==> src/inc/osc_freq_locked_loop_pkg.sv <==
// Purpose: Shared offsets, fields, resets and counts for the clock-source control block
// Assumes: 32-bit peripheral bus words, 10-bit byte offsets
// Notes: Oscillator start-up counts are in internal RC clock cycles
package osc_freq_locked_loop_pkg;
  // ----------------------------------------
  // Register offsets
  // ----------------------------------------
  localparam logic [9:0] UNLOCK_OFS = 10'h018;
  localparam logic [9:0] MAIN_OSC_OFS = 10'h024;
  localparam logic [9:0] SLOW_OSC_OFS = 10'h02C;
  localparam logic [9:0] CONF_OFS = 10'h034;
  localparam logic [9:0] MUL_OFS = 10'h038;
  // ----------------------------------------
  // Unlock word fields
  // ----------------------------------------
  localparam logic [7:0] UNLOCK_KEY = 8'hAA;
  localparam int KEY_LSB = 24;
  // ----------------------------------------
  // Field positions
  // ----------------------------------------
  localparam int MAIN_MODE_BIT = 0;
  localparam logic [31:0] MAIN_MASK = 32'h00010F0F;
  localparam int SLOW_EN_BIT = 0;
  localparam int SLOW_PIN_BIT = 1;
  localparam int SLOW_32K_BIT = 2;
  localparam int SLOW_1K_BIT = 3;
  localparam int SLOW_MODE_LSB = 8;
  localparam int SLOW_START_LSB = 16;
  localparam logic [31:0] SLOW_MASK = 32'h0007070F;
  localparam int CONF_EN_BIT = 0;
  localparam int CONF_MODE_BIT = 1;
  localparam int CONF_DITHER_BIT = 2;
  localparam int FINE_LSB = 8;
  localparam int COARSE_LSB = 24;
  // ----------------------------------------
  // Reset values
  // ----------------------------------------
  localparam logic [31:0] MAIN_RESET = 32'h00000000;
  localparam logic [31:0] SLOW_RESET = 32'h00000004;
  localparam logic [31:0] CONF_RESET = 32'h00000000;
  localparam logic [31:0] MUL_RESET = 32'h00000000;
  // ----------------------------------------
  // Slow oscillator mode codes
  // ----------------------------------------
  localparam logic [2:0] SLOW_MODE_EXT = 3'h0;
  localparam logic [2:0] SLOW_MODE_XTAL = 3'h1;
  localparam logic [2:0] SLOW_MODE_XTAL_HI = 3'h4;
  // ----------------------------------------
  // Start-up counts per code, RC cycles
  // ----------------------------------------
  localparam int START_W = 20;
  localparam logic [START_W-1:0] START_CYC [8] = '{
    20'h00000, 20'h00080, 20'h02000, 20'h04000,
    20'h10000, 20'h20000, 20'h40000, 20'h80000};
  // ----------------------------------------
  // Loop tuning states
  // ----------------------------------------
  typedef enum logic [2:0] {
    LOOP_IDLE = 3'b001,
    LOOP_COARSE = 3'b010,
    LOOP_FINE = 3'b100
  } loop_state_e;
endpackage

==> src/osc_and_freq_locked_loop_control_regs.sv <==
// Purpose: Oscillator and frequency-locked loop control registers
// Assumes: Bus strobes and ticks are synchronous one-cycle pulses on clk
// Notes: por_n resets only the slow oscillator register; rst_n the rest
// Functional notes
// - Main mode bit picks external clock or crystal
// - Protected registers take writes only after unlock
// - Key plus offset, then very next access
// - Slow oscillator register reset only by power-on
// - Start-up code selects RC cycle wait
// - Slow mode codes: external, crystal, high current
// - Enable bit gates the 1 kHz output
// - Enable bit gates the 32 kHz output
// - Pin select picks default or alternate pins
// - Slow oscillator enable turns it on
// - Coarse value writable only in open loop
// - Fine value writable only in open loop
// - Dither bit dithers fine LSB input
// - Loop mode bit: open or closed
// - Loop enable bit starts and stops loop
// - Multiplier holds integer and fraction halves
// - Multiplier writes ignored in open loop
`timescale 1ns/1ps
module osc_and_freq_locked_loop_control_regs #(
  parameter logic [19:0] START_TABLE [8] = osc_freq_locked_loop_pkg::START_CYC
) (
  input wire logic clk,
  input wire logic rst_n,
  input wire logic por_n,
  input wire logic bus_valid,
  input wire logic bus_write,
  input wire logic [9:0] bus_addr,
  input wire logic [31:0] bus_wdata,
  output logic [31:0] bus_rdata,
  input wire logic rc_tick,
  input wire logic ref_tick,
  input wire logic vco_tick,
  output logic main_osc_enable,
  output logic main_osc_crystal,
  output logic main_out_pin_gpio,
  output logic slow_osc_enable,
  output logic slow_osc_crystal,
  output logic slow_osc_high_current,
  output logic slow_out_pin_gpio,
  output logic alt_pin_select,
  output logic slow_osc_ready,
  output logic one_khz_out_enable,
  output logic slow_clk_out_enable,
  output logic loop_enable,
  output logic loop_closed,
  output logic [7:0] vco_coarse,
  output logic [8:0] vco_fine
);
  import osc_freq_locked_loop_pkg::*;

  // ----------------------------------------
  // Storage
  // ----------------------------------------
  logic [31:0] main_reg; // Main oscillator control
  logic [31:0] slow_reg; // Slow oscillator control
  logic [2:0] conf_ctrl_reg; // Dither, mode, enable
  logic [7:0] coarse_reg; // Coarse calibration
  logic [8:0] fine_reg; // Fine calibration
  logic [31:0] mul_reg; // Integer and fraction ratio
  logic armed_reg; // Unlock pending
  logic [9:0] armed_addr_reg; // Offset that was unlocked
  logic [31:0] rdata_reg; // Read data
  logic [START_W-1:0] start_cnt_reg; // RC cycles since enable
  logic ready_reg; // Slow oscillator ready
  logic [15:0] vco_cnt_reg; // VCO ticks in current ref period
  logic [15:0] frac_acc_reg; // Fraction accumulator
  logic carry_reg; // Dither carry
  logic last_up_reg; // Last tuning direction
  loop_state_e state_reg;

  // ----------------------------------------
  // Decode
  // ----------------------------------------
  logic wr; // Bus write strobe
  logic unlock_wr; // Valid key write
  logic unlocked; // This write was unlocked
  logic main_wr;
  logic slow_wr;
  logic conf_wr;
  logic mul_wr;
  logic closed; // Current loop mode
  logic [15:0] ratio_integer;
  logic [15:0] ratio_fraction;
  logic [16:0] frac_sum;
  logic [START_W-1:0] start_target;
  logic too_slow;
  logic too_fast;

  assign wr = bus_valid && bus_write;
  // Key in top byte and offset low bits arm the next access
  assign unlock_wr = wr && bus_addr == UNLOCK_OFS
    && bus_wdata[KEY_LSB+:8] == UNLOCK_KEY;
  // Protected write must hit the armed offset
  assign unlocked = armed_reg && armed_addr_reg == bus_addr;
  assign main_wr = wr && bus_addr == MAIN_OSC_OFS && unlocked;
  assign slow_wr = wr && bus_addr == SLOW_OSC_OFS;
  assign conf_wr = wr && bus_addr == CONF_OFS && unlocked;
  assign closed = conf_ctrl_reg[CONF_MODE_BIT];
  // Multiplier only accepts writes in closed loop
  assign mul_wr = wr && bus_addr == MUL_OFS && closed;
  // Integer in upper half, fraction in lower half
  assign ratio_integer = mul_reg[31:16];
  assign ratio_fraction = mul_reg[15:0];
  assign frac_sum = {1'b0, frac_acc_reg} + {1'b0, ratio_fraction};
  assign start_target = START_TABLE[slow_reg[SLOW_START_LSB+:3]];
  assign too_slow = vco_cnt_reg < ratio_integer;
  assign too_fast = vco_cnt_reg > ratio_integer;

  // ----------------------------------------
  // Unlock tracking
  // ----------------------------------------
  // Any access consumes the unlock
  always_ff @(posedge clk) begin
    if (!rst_n) begin
      armed_reg <= 1'b0;
      armed_addr_reg <= 10'h000;
    end else if (bus_valid) begin
      armed_reg <= unlock_wr;
      armed_addr_reg <= bus_wdata[9:0];
    end
  end

  // ----------------------------------------
  // Main oscillator register
  // ----------------------------------------
  // Write only when unlocked
  always_ff @(posedge clk) begin
    if (!rst_n) begin
      main_reg <= MAIN_RESET;
    end else if (main_wr) begin
      main_reg <= bus_wdata & MAIN_MASK;
    end
  end

  // ----------------------------------------
  // Slow oscillator register
  // ----------------------------------------
  // Power-on only reset; reserved bit stored as zero
  always_ff @(posedge clk) begin
    if (!por_n) begin
      slow_reg <= SLOW_RESET;
    end else if (slow_wr) begin
      slow_reg <= bus_wdata & SLOW_MASK;
    end
  end

  // ----------------------------------------
  // Start-up counter
  // ----------------------------------------
  // Count RC cycles after enable until the code's wait
  always_ff @(posedge clk) begin
    if (!rst_n || !slow_reg[SLOW_EN_BIT]) begin
      start_cnt_reg <= '0;
      ready_reg <= 1'b0;
    end else if (start_cnt_reg >= start_target) begin
      ready_reg <= 1'b1;
    end else if (rc_tick) begin
      start_cnt_reg <= start_cnt_reg + 20'h00001;
    end
  end

  // ----------------------------------------
  // Loop configuration control bits
  // ----------------------------------------
  // Enable, mode and dither, unlocked writes only
  always_ff @(posedge clk) begin
    if (!rst_n) begin
      conf_ctrl_reg <= CONF_RESET[2:0];
    end else if (conf_wr) begin
      conf_ctrl_reg <= bus_wdata[2:0];
    end
  end

  // ----------------------------------------
  // Multiplier register
  // ----------------------------------------
  always_ff @(posedge clk) begin
    if (!rst_n) begin
      mul_reg <= MUL_RESET;
    end else if (mul_wr) begin
      mul_reg <= bus_wdata;
    end
  end

  // ----------------------------------------
  // VCO period measurement
  // ----------------------------------------
  // Counts VCO ticks between reference ticks
  always_ff @(posedge clk) begin
    if (!rst_n || !loop_enable) begin
      vco_cnt_reg <= 16'h0000;
    end else if (ref_tick) begin
      vco_cnt_reg <= {15'h0000, vco_tick};
    end else if (vco_tick && vco_cnt_reg != 16'hFFFF) begin
      vco_cnt_reg <= vco_cnt_reg + 16'h0001;
    end
  end

  // ----------------------------------------
  // Fraction dither accumulator
  // ----------------------------------------
  // Carry adds one fine LSB to spread the fraction
  always_ff @(posedge clk) begin
    if (!rst_n || !conf_ctrl_reg[CONF_DITHER_BIT]) begin
      frac_acc_reg <= 16'h0000;
      carry_reg <= 1'b0;
    end else if (ref_tick) begin
      frac_acc_reg <= frac_sum[15:0];
      carry_reg <= frac_sum[16];
    end
  end

  // ----------------------------------------
  // Tuning state
  // ----------------------------------------
  // Coarse first, then fine once the error changes sign or reaches zero
  always_ff @(posedge clk) begin
    if (!rst_n || !loop_enable || !closed) begin
      state_reg <= LOOP_IDLE;
    end else if (ref_tick) begin
      case (state_reg)
        LOOP_IDLE: begin
          state_reg <= LOOP_COARSE;
        end
        LOOP_COARSE: begin
          if (!too_slow && !too_fast) begin
            state_reg <= LOOP_FINE;
          end else if (too_slow != last_up_reg) begin
            state_reg <= LOOP_FINE; // Overshoot seen
          end
        end
        default: begin
          state_reg <= LOOP_FINE;
        end
      endcase
    end
  end

  // ----------------------------------------
  // Calibration values
  // ----------------------------------------
  // Software owns them in open loop, hardware in closed
  always_ff @(posedge clk) begin
    if (!rst_n) begin
      coarse_reg <= CONF_RESET[COARSE_LSB+:8];
      fine_reg <= CONF_RESET[FINE_LSB+:9];
      last_up_reg <= 1'b0;
    end else if (!closed) begin
      if (conf_wr) begin
        coarse_reg <= bus_wdata[COARSE_LSB+:8];
        fine_reg <= bus_wdata[FINE_LSB+:9];
      end
    end else if (loop_enable && ref_tick) begin
      // Idle tick seeds the direction, so the first coarse step is no overshoot
      last_up_reg <= too_slow;
      if (state_reg == LOOP_COARSE) begin
        // Coarse steps, saturating
        if (too_slow && coarse_reg != 8'hFF) begin
          coarse_reg <= coarse_reg + 8'h01;
        end else if (too_fast && coarse_reg != 8'h00) begin
          coarse_reg <= coarse_reg - 8'h01;
        end
      end else if (state_reg == LOOP_FINE) begin
        // Fine steps, saturating
        if (too_slow && fine_reg != 9'h1FF) begin
          fine_reg <= fine_reg + 9'h001;
        end else if (too_fast && fine_reg != 9'h000) begin
          fine_reg <= fine_reg - 9'h001;
        end
      end
    end
  end

  // ----------------------------------------
  // Read data
  // ----------------------------------------
  // Unlock and unmapped offsets read zero
  always_ff @(posedge clk) begin
    if (!rst_n) begin
      rdata_reg <= 32'h00000000;
    end else if (bus_valid && !bus_write) begin
      if (bus_addr == MAIN_OSC_OFS) begin
        rdata_reg <= main_reg;
      end else if (bus_addr == SLOW_OSC_OFS) begin
        rdata_reg <= slow_reg;
      end else if (bus_addr == CONF_OFS) begin
        rdata_reg <= {coarse_reg, 7'h00, fine_reg, 5'h00, conf_ctrl_reg};
      end else if (bus_addr == MUL_OFS) begin
        rdata_reg <= mul_reg;
      end else begin
        rdata_reg <= 32'h00000000;
      end
    end
  end

  // ----------------------------------------
  // Outputs
  // ----------------------------------------
  assign bus_rdata = rdata_reg;
  assign main_osc_enable = main_reg[16];
  assign main_osc_crystal = main_reg[MAIN_MODE_BIT];
  assign main_out_pin_gpio = !main_reg[MAIN_MODE_BIT];
  assign slow_osc_enable = slow_reg[SLOW_EN_BIT];
  assign slow_osc_crystal = slow_reg[SLOW_MODE_LSB+:3] == SLOW_MODE_XTAL
    || slow_reg[SLOW_MODE_LSB+:3] == SLOW_MODE_XTAL_HI;
  assign slow_osc_high_current = slow_reg[SLOW_MODE_LSB+:3] == SLOW_MODE_XTAL_HI;
  assign slow_out_pin_gpio = slow_reg[SLOW_MODE_LSB+:3] == SLOW_MODE_EXT;
  assign alt_pin_select = slow_reg[SLOW_PIN_BIT];
  assign slow_osc_ready = ready_reg;
  assign one_khz_out_enable = slow_reg[SLOW_1K_BIT];
  assign slow_clk_out_enable = slow_reg[SLOW_32K_BIT];
  assign loop_enable = conf_ctrl_reg[CONF_EN_BIT];
  assign loop_closed = closed;
  assign vco_coarse = coarse_reg;
  // Dither carry lifts the fine input by one LSB
  assign vco_fine = (carry_reg && fine_reg != 9'h1FF) ? fine_reg + 9'h001 : fine_reg;
endmodule

==> config.mk <==
export PLATFORM = sky130hd
export DESIGN_NAME = osc_and_freq_locked_loop_control_regs
export DESIGN_NICKNAME = d
export VERILOG_FILES = /design/src/inc/osc_freq_locked_loop_pkg.sv /design/src/osc_and_freq_locked_loop_control_regs.sv
export SDC_FILE = /design/constraint.sdc
export NUM_CORES = 1
export LEC_CHECK = 0
export BUFFER_PORTS_ARGS = -buffer_cell sky130_fd_sc_hd__buf_2
export CAP_MARGIN = 5
export CELL_PAD_IN_SITES_DETAIL_PLACEMENT = 0
export CELL_PAD_IN_SITES_GLOBAL_PLACEMENT = 1
export CORE_ASPECT_RATIO = 2
export CORE_MARGIN = 10
export CORE_UTILIZATION = 40
export DETAILED_ROUTE_END_ITERATION = 16
export PLACE_DENSITY = 0.73
export REMOVE_ABC_BUFFERS = 1
export SETUP_SLACK_MARGIN = 0.05
export SLEW_MARGIN = 20
export SYNTH_ARGS = -nofsm -noshare
export SYNTH_HDL_FRONTEND = slang
export SYNTH_SLANG_ARGS = --single-unit
==> constraint.sdc <==
create_clock -name clk -period 3.4 [get_ports clk]
set_input_delay 0 -clock clk [delete_from_list [all_inputs] [get_ports clk]]
set_output_delay 0 -clock clk [all_outputs]
set_load 0.02 [all_outputs]
==> flow_metrics.env <==
export IMPL_hold_viol=0
export IMPL_firstDrtPassIters=5
export IMPL_final_max_slew_viol_count=0
export IMPL_synth_edf_count=0
export IMPL_clock_sinks=172
export IMPL_wire_per_inst_um=19.8
export IMPL_avgSynthCellArea_um2=8.41
export IMPL_via_count=9091
export IMPL_io_buffers=111
export IMPL_die_h_um=239
export IMPL_ys_flop_type="dfxtp_1"
export IMPL_antennaDiodeCount=0
export IMPL_p_leak_uw=0.00476
export IMPL_drtAntennaViolNets=0
export IMPL_htree_levels=4
export IMPL_drc=0
export IMPL_slowest_stage="or4_4"
export IMPL_p_switching_uw=1000
export IMPL_fmax_ghz=0.311
export IMPL_ys_warn_count=0
export IMPL_rows=80
export IMPL_synth_seq_cells=172
export IMPL_layout_common_cells="dfxtp_1, nor2_1, nand2_1"
export IMPL_seq_power_share=0.480
export IMPL_grt_overflow=0
export IMPL_start_util=0.404
export IMPL_period_needed_ps=3220
export IMPL_cp_top_family="simple AND/OR/NAND/NOR gates"
export IMPL_grt_max_degree=59
export IMPL_worst_pin_slew_ps=732
export IMPL_cellPowerDensity_mw_per_mm2=360
export IMPL_synth_top_family_by_area="simple AND/OR/NAND/NOR gates"
export IMPL_grt_pass1_wl_um=49800
export IMPL_synth_simple_gate_area_share=0.246
export IMPL_start_kind="flop"
export IMPL_cts_buffer_depth=2
export IMPL_fp_coreArea_mm2=0.0238
export IMPL_crit_top_cell="nor2_1"
export IMPL_synth_compound_area_frac=0.161
export IMPL_final_common_cell="dfxtp_1"
export IMPL_path_buf_inv=2
export IMPL_grtUsageTotal=0.207
export IMPL_p_comb_frac=0.064
export IMPL_synth_distinct_cells=78
export IMPL_cts_clk_slew_worst_paths_ps=70
export IMPL_relSlewSlack=0.511
export IMPL_routed_via_density=5.65
export IMPL_worst_path_stages=15
export IMPL_fill_cells=2376
export IMPL_final_util=0.497
export IMPL_grt_pass1_vias=9060
export IMPL_nNetsFinal=1417
export IMPL_multiInputGateArea_mm2=0.00585
export IMPL_worst_endpoint_arrival_ps=3550
export IMPL_die_area_mm2=0.0310
export IMPL_synth_xor_area_frac=0.0391
export IMPL_status="finished clean"
export IMPL_cts_buffers=17
export IMPL_clock_root_buffer="clkbuf_16"
export IMPL_antenna_found_initial=0
export IMPL_switching_share=0.234
export IMPL_area_delta_synth_final_pct=23.1
export IMPL_max_stage_delay_ps=480
export IMPL_ff2ff_path_depth=15
export IMPL_cp_max_fo=4
export IMPL_ir_drop_mv=0.352
export IMPL_cap_violations=0
export IMPL_dr_first_iter_drc_count=481
export IMPL_cp_end_kind="flop"
export IMPL_rsz0062_at_grt="false"
export IMPL_netlist_area_mm2=0.00963
export IMPL_regArea_mm2=0.00345
export IMPL_wl_um=31900
export IMPL_worstPathCellList="inv_1, ha_1, nor2b_1, o211ai_1, a2111oi_4, or4_4, buf_6, ha_4, nor2_1, nor2_1, a2111oi_2, nor3_1, xor2_1, o22a_1, nand3_1"
export IMPL_p_clk_frac=0.456
export IMPL_ys_seq_area_frac=0.358
export IMPL_p_int_uw=3270
export IMPL_insertion_delay_ps=450
export IMPL_layout_cells_non_filler=1609
export IMPL_synthMuxAreaShare=0.0763
export IMPL_worstPathRequired_ps=3730
export IMPL_dp_hpwl_um=23900
export IMPL_dp_cells=1539
export IMPL_synth_fa_ha_area_frac=0.0731
export IMPL_cts_tree="done"
export IMPL_hold_path_depth=4
export IMPL_synthArstFlopShare=0
export IMPL_finalClockSkew_ps=8.40
export IMPL_die_w_um=130
export IMPL_hp_class="in2reg"
export IMPL_min_period_over_period=0.947
export IMPL_critPathKind="reg2reg"
export IMPL_routabilityCongestion=0.868
export IMPL_postSynthCellCount=1145
export IMPL_drive_gt1_frac=0.187
export IMPL_final_setup_viol_count=0
export IMPL_io_pins=112
==> power by group through the flow <==
stage / clock, µW / sequential [µW] / combinational (µW)
final: 1950 / 2050 / 274
after global routing: 2060 / 2050 / 297
after CTS: 1990 / 2050 / 277
after detailed placement: 0 / 2090 / 243
after global placement: 0 / 2090 / 242
after floorplan: 0 / 2110 / 90.0
==> through the flow <==
stage	setup TNS, ps	hold WS [ps]	setup WS (ps)	instance area (µm²)	total power, µW
3_3_place_gp	-43.5	253	-43.5	10800	2330
4_1_cts	0	40.2	57.7	11800	4310
6_report	0	55.4	180	11800	4270
3_5_place_dp	-104	257	-74.8	10800	2340
2_1_floorplan	-18630	61.9	-554	9350	2200
5_1_grt	0	120	13.1	11800	4400
==> metal layers <==
layer / routed length, µm / part of all wire / vias up / global-route usage
met1: 11600 / 0.36 / 4314 / 0.206
li1: - / - / 4484 / -
met3: 1290 / 0.040 / 70 / 0.0374
met5: 0 / 0 / - / 0
met2: 17800 / 0.56 / 223 / 0.394
met4: 1260 / 0.040 / 0 / 0.0997
==> path summary, 6_finish.rpt <==
kind          startpoint             to  slack, ps
max          mul_reg[17]  vco_coarse[7]        180
min reg2reg  mul_reg[31]    mul_reg[31]        470
max reg2reg  mul_reg[17]  vco_coarse[7]        180
min             ref_tick    last_up_reg         60
==> synth_stat cells, types with 3 or more instances <==
cell      number  area share
mux2i_1       66       0.069
o21ai_0       36       0.019
o311ai_0       3      0.0027
nand4_1       26       0.017
nor2_1       124       0.048
o21a_1         6      0.0047
nand3b_1       5      0.0039
a31oi_1       10      0.0065
a221oi_1      22       0.020
a32oi_1        4      0.0036
and3_1        12      0.0078
a211oi_1      10      0.0078
xor2_1        20       0.018
xnor2_1       23       0.021
nor4_4         3      0.0066
ha_1          53       0.069
and2_1         8      0.0052
nor3b_1        8      0.0062
nand2_1      117       0.046
nand3_1       26       0.014
a22oi_1       10      0.0078
a21oi_1       79       0.041
o211ai_1       5      0.0039
nor4b_1        6      0.0055
or4_1         18       0.014
nor2b_1       21       0.014
a21o_1         4      0.0031
mux2_2         4      0.0047
buf_2          8      0.0042
nor3_1        37       0.019
dfxtp_1      172        0.36
nand2b_1       9      0.0058
o31ai_1       13       0.010
and4_1         8      0.0073
or3_1          9      0.0058
nor4_1         6      0.0039
clkbuf_1      56       0.022
buf_1          3      0.0012
inv_1         43       0.017
==> worst reg2reg max path: stages (launching register included) <==
cell	delay [ps]
dfxtp_2	330
inv_1	40
ha_1	290
nor2b_1	140
o211ai_1	260
a2111oi_4	120
or4_4	480
buf_6	170
ha_4	210
nor2_1	100
nor2_1	80
a2111oi_2	350
nor3_1	110
xor2_1	200
o22a_1	170
nand3_1	70
==> cell type report <==
class,instances,area share
flip-flops and latches,172,0.291
repair buffers,217,0.124
clock inverters,7,0.00771
multi-input cells,861,0.494
well taps,287,0.0303
clock buffers,22,0.0400
inverters,43,0.0136
==> kinds of logic after synthesis <==
family,Yosys count
muxes,72
xor gates and xnor gates,43
AOI/OAI and AO/OA,232
adders and majority gates,55
buffers and inverters,112
and+or+nand+nor,459
DFF,172
==> what timing repair did <==
action	in CTS	in global routing
resized for setup	6	15
setup endpoints to repair	3	3
hold buffers	39	0
pin swaps	3	11
buffers inserted	0	2
hold endpoints to repair	85	0
Power figures use the tool's default switching activity.
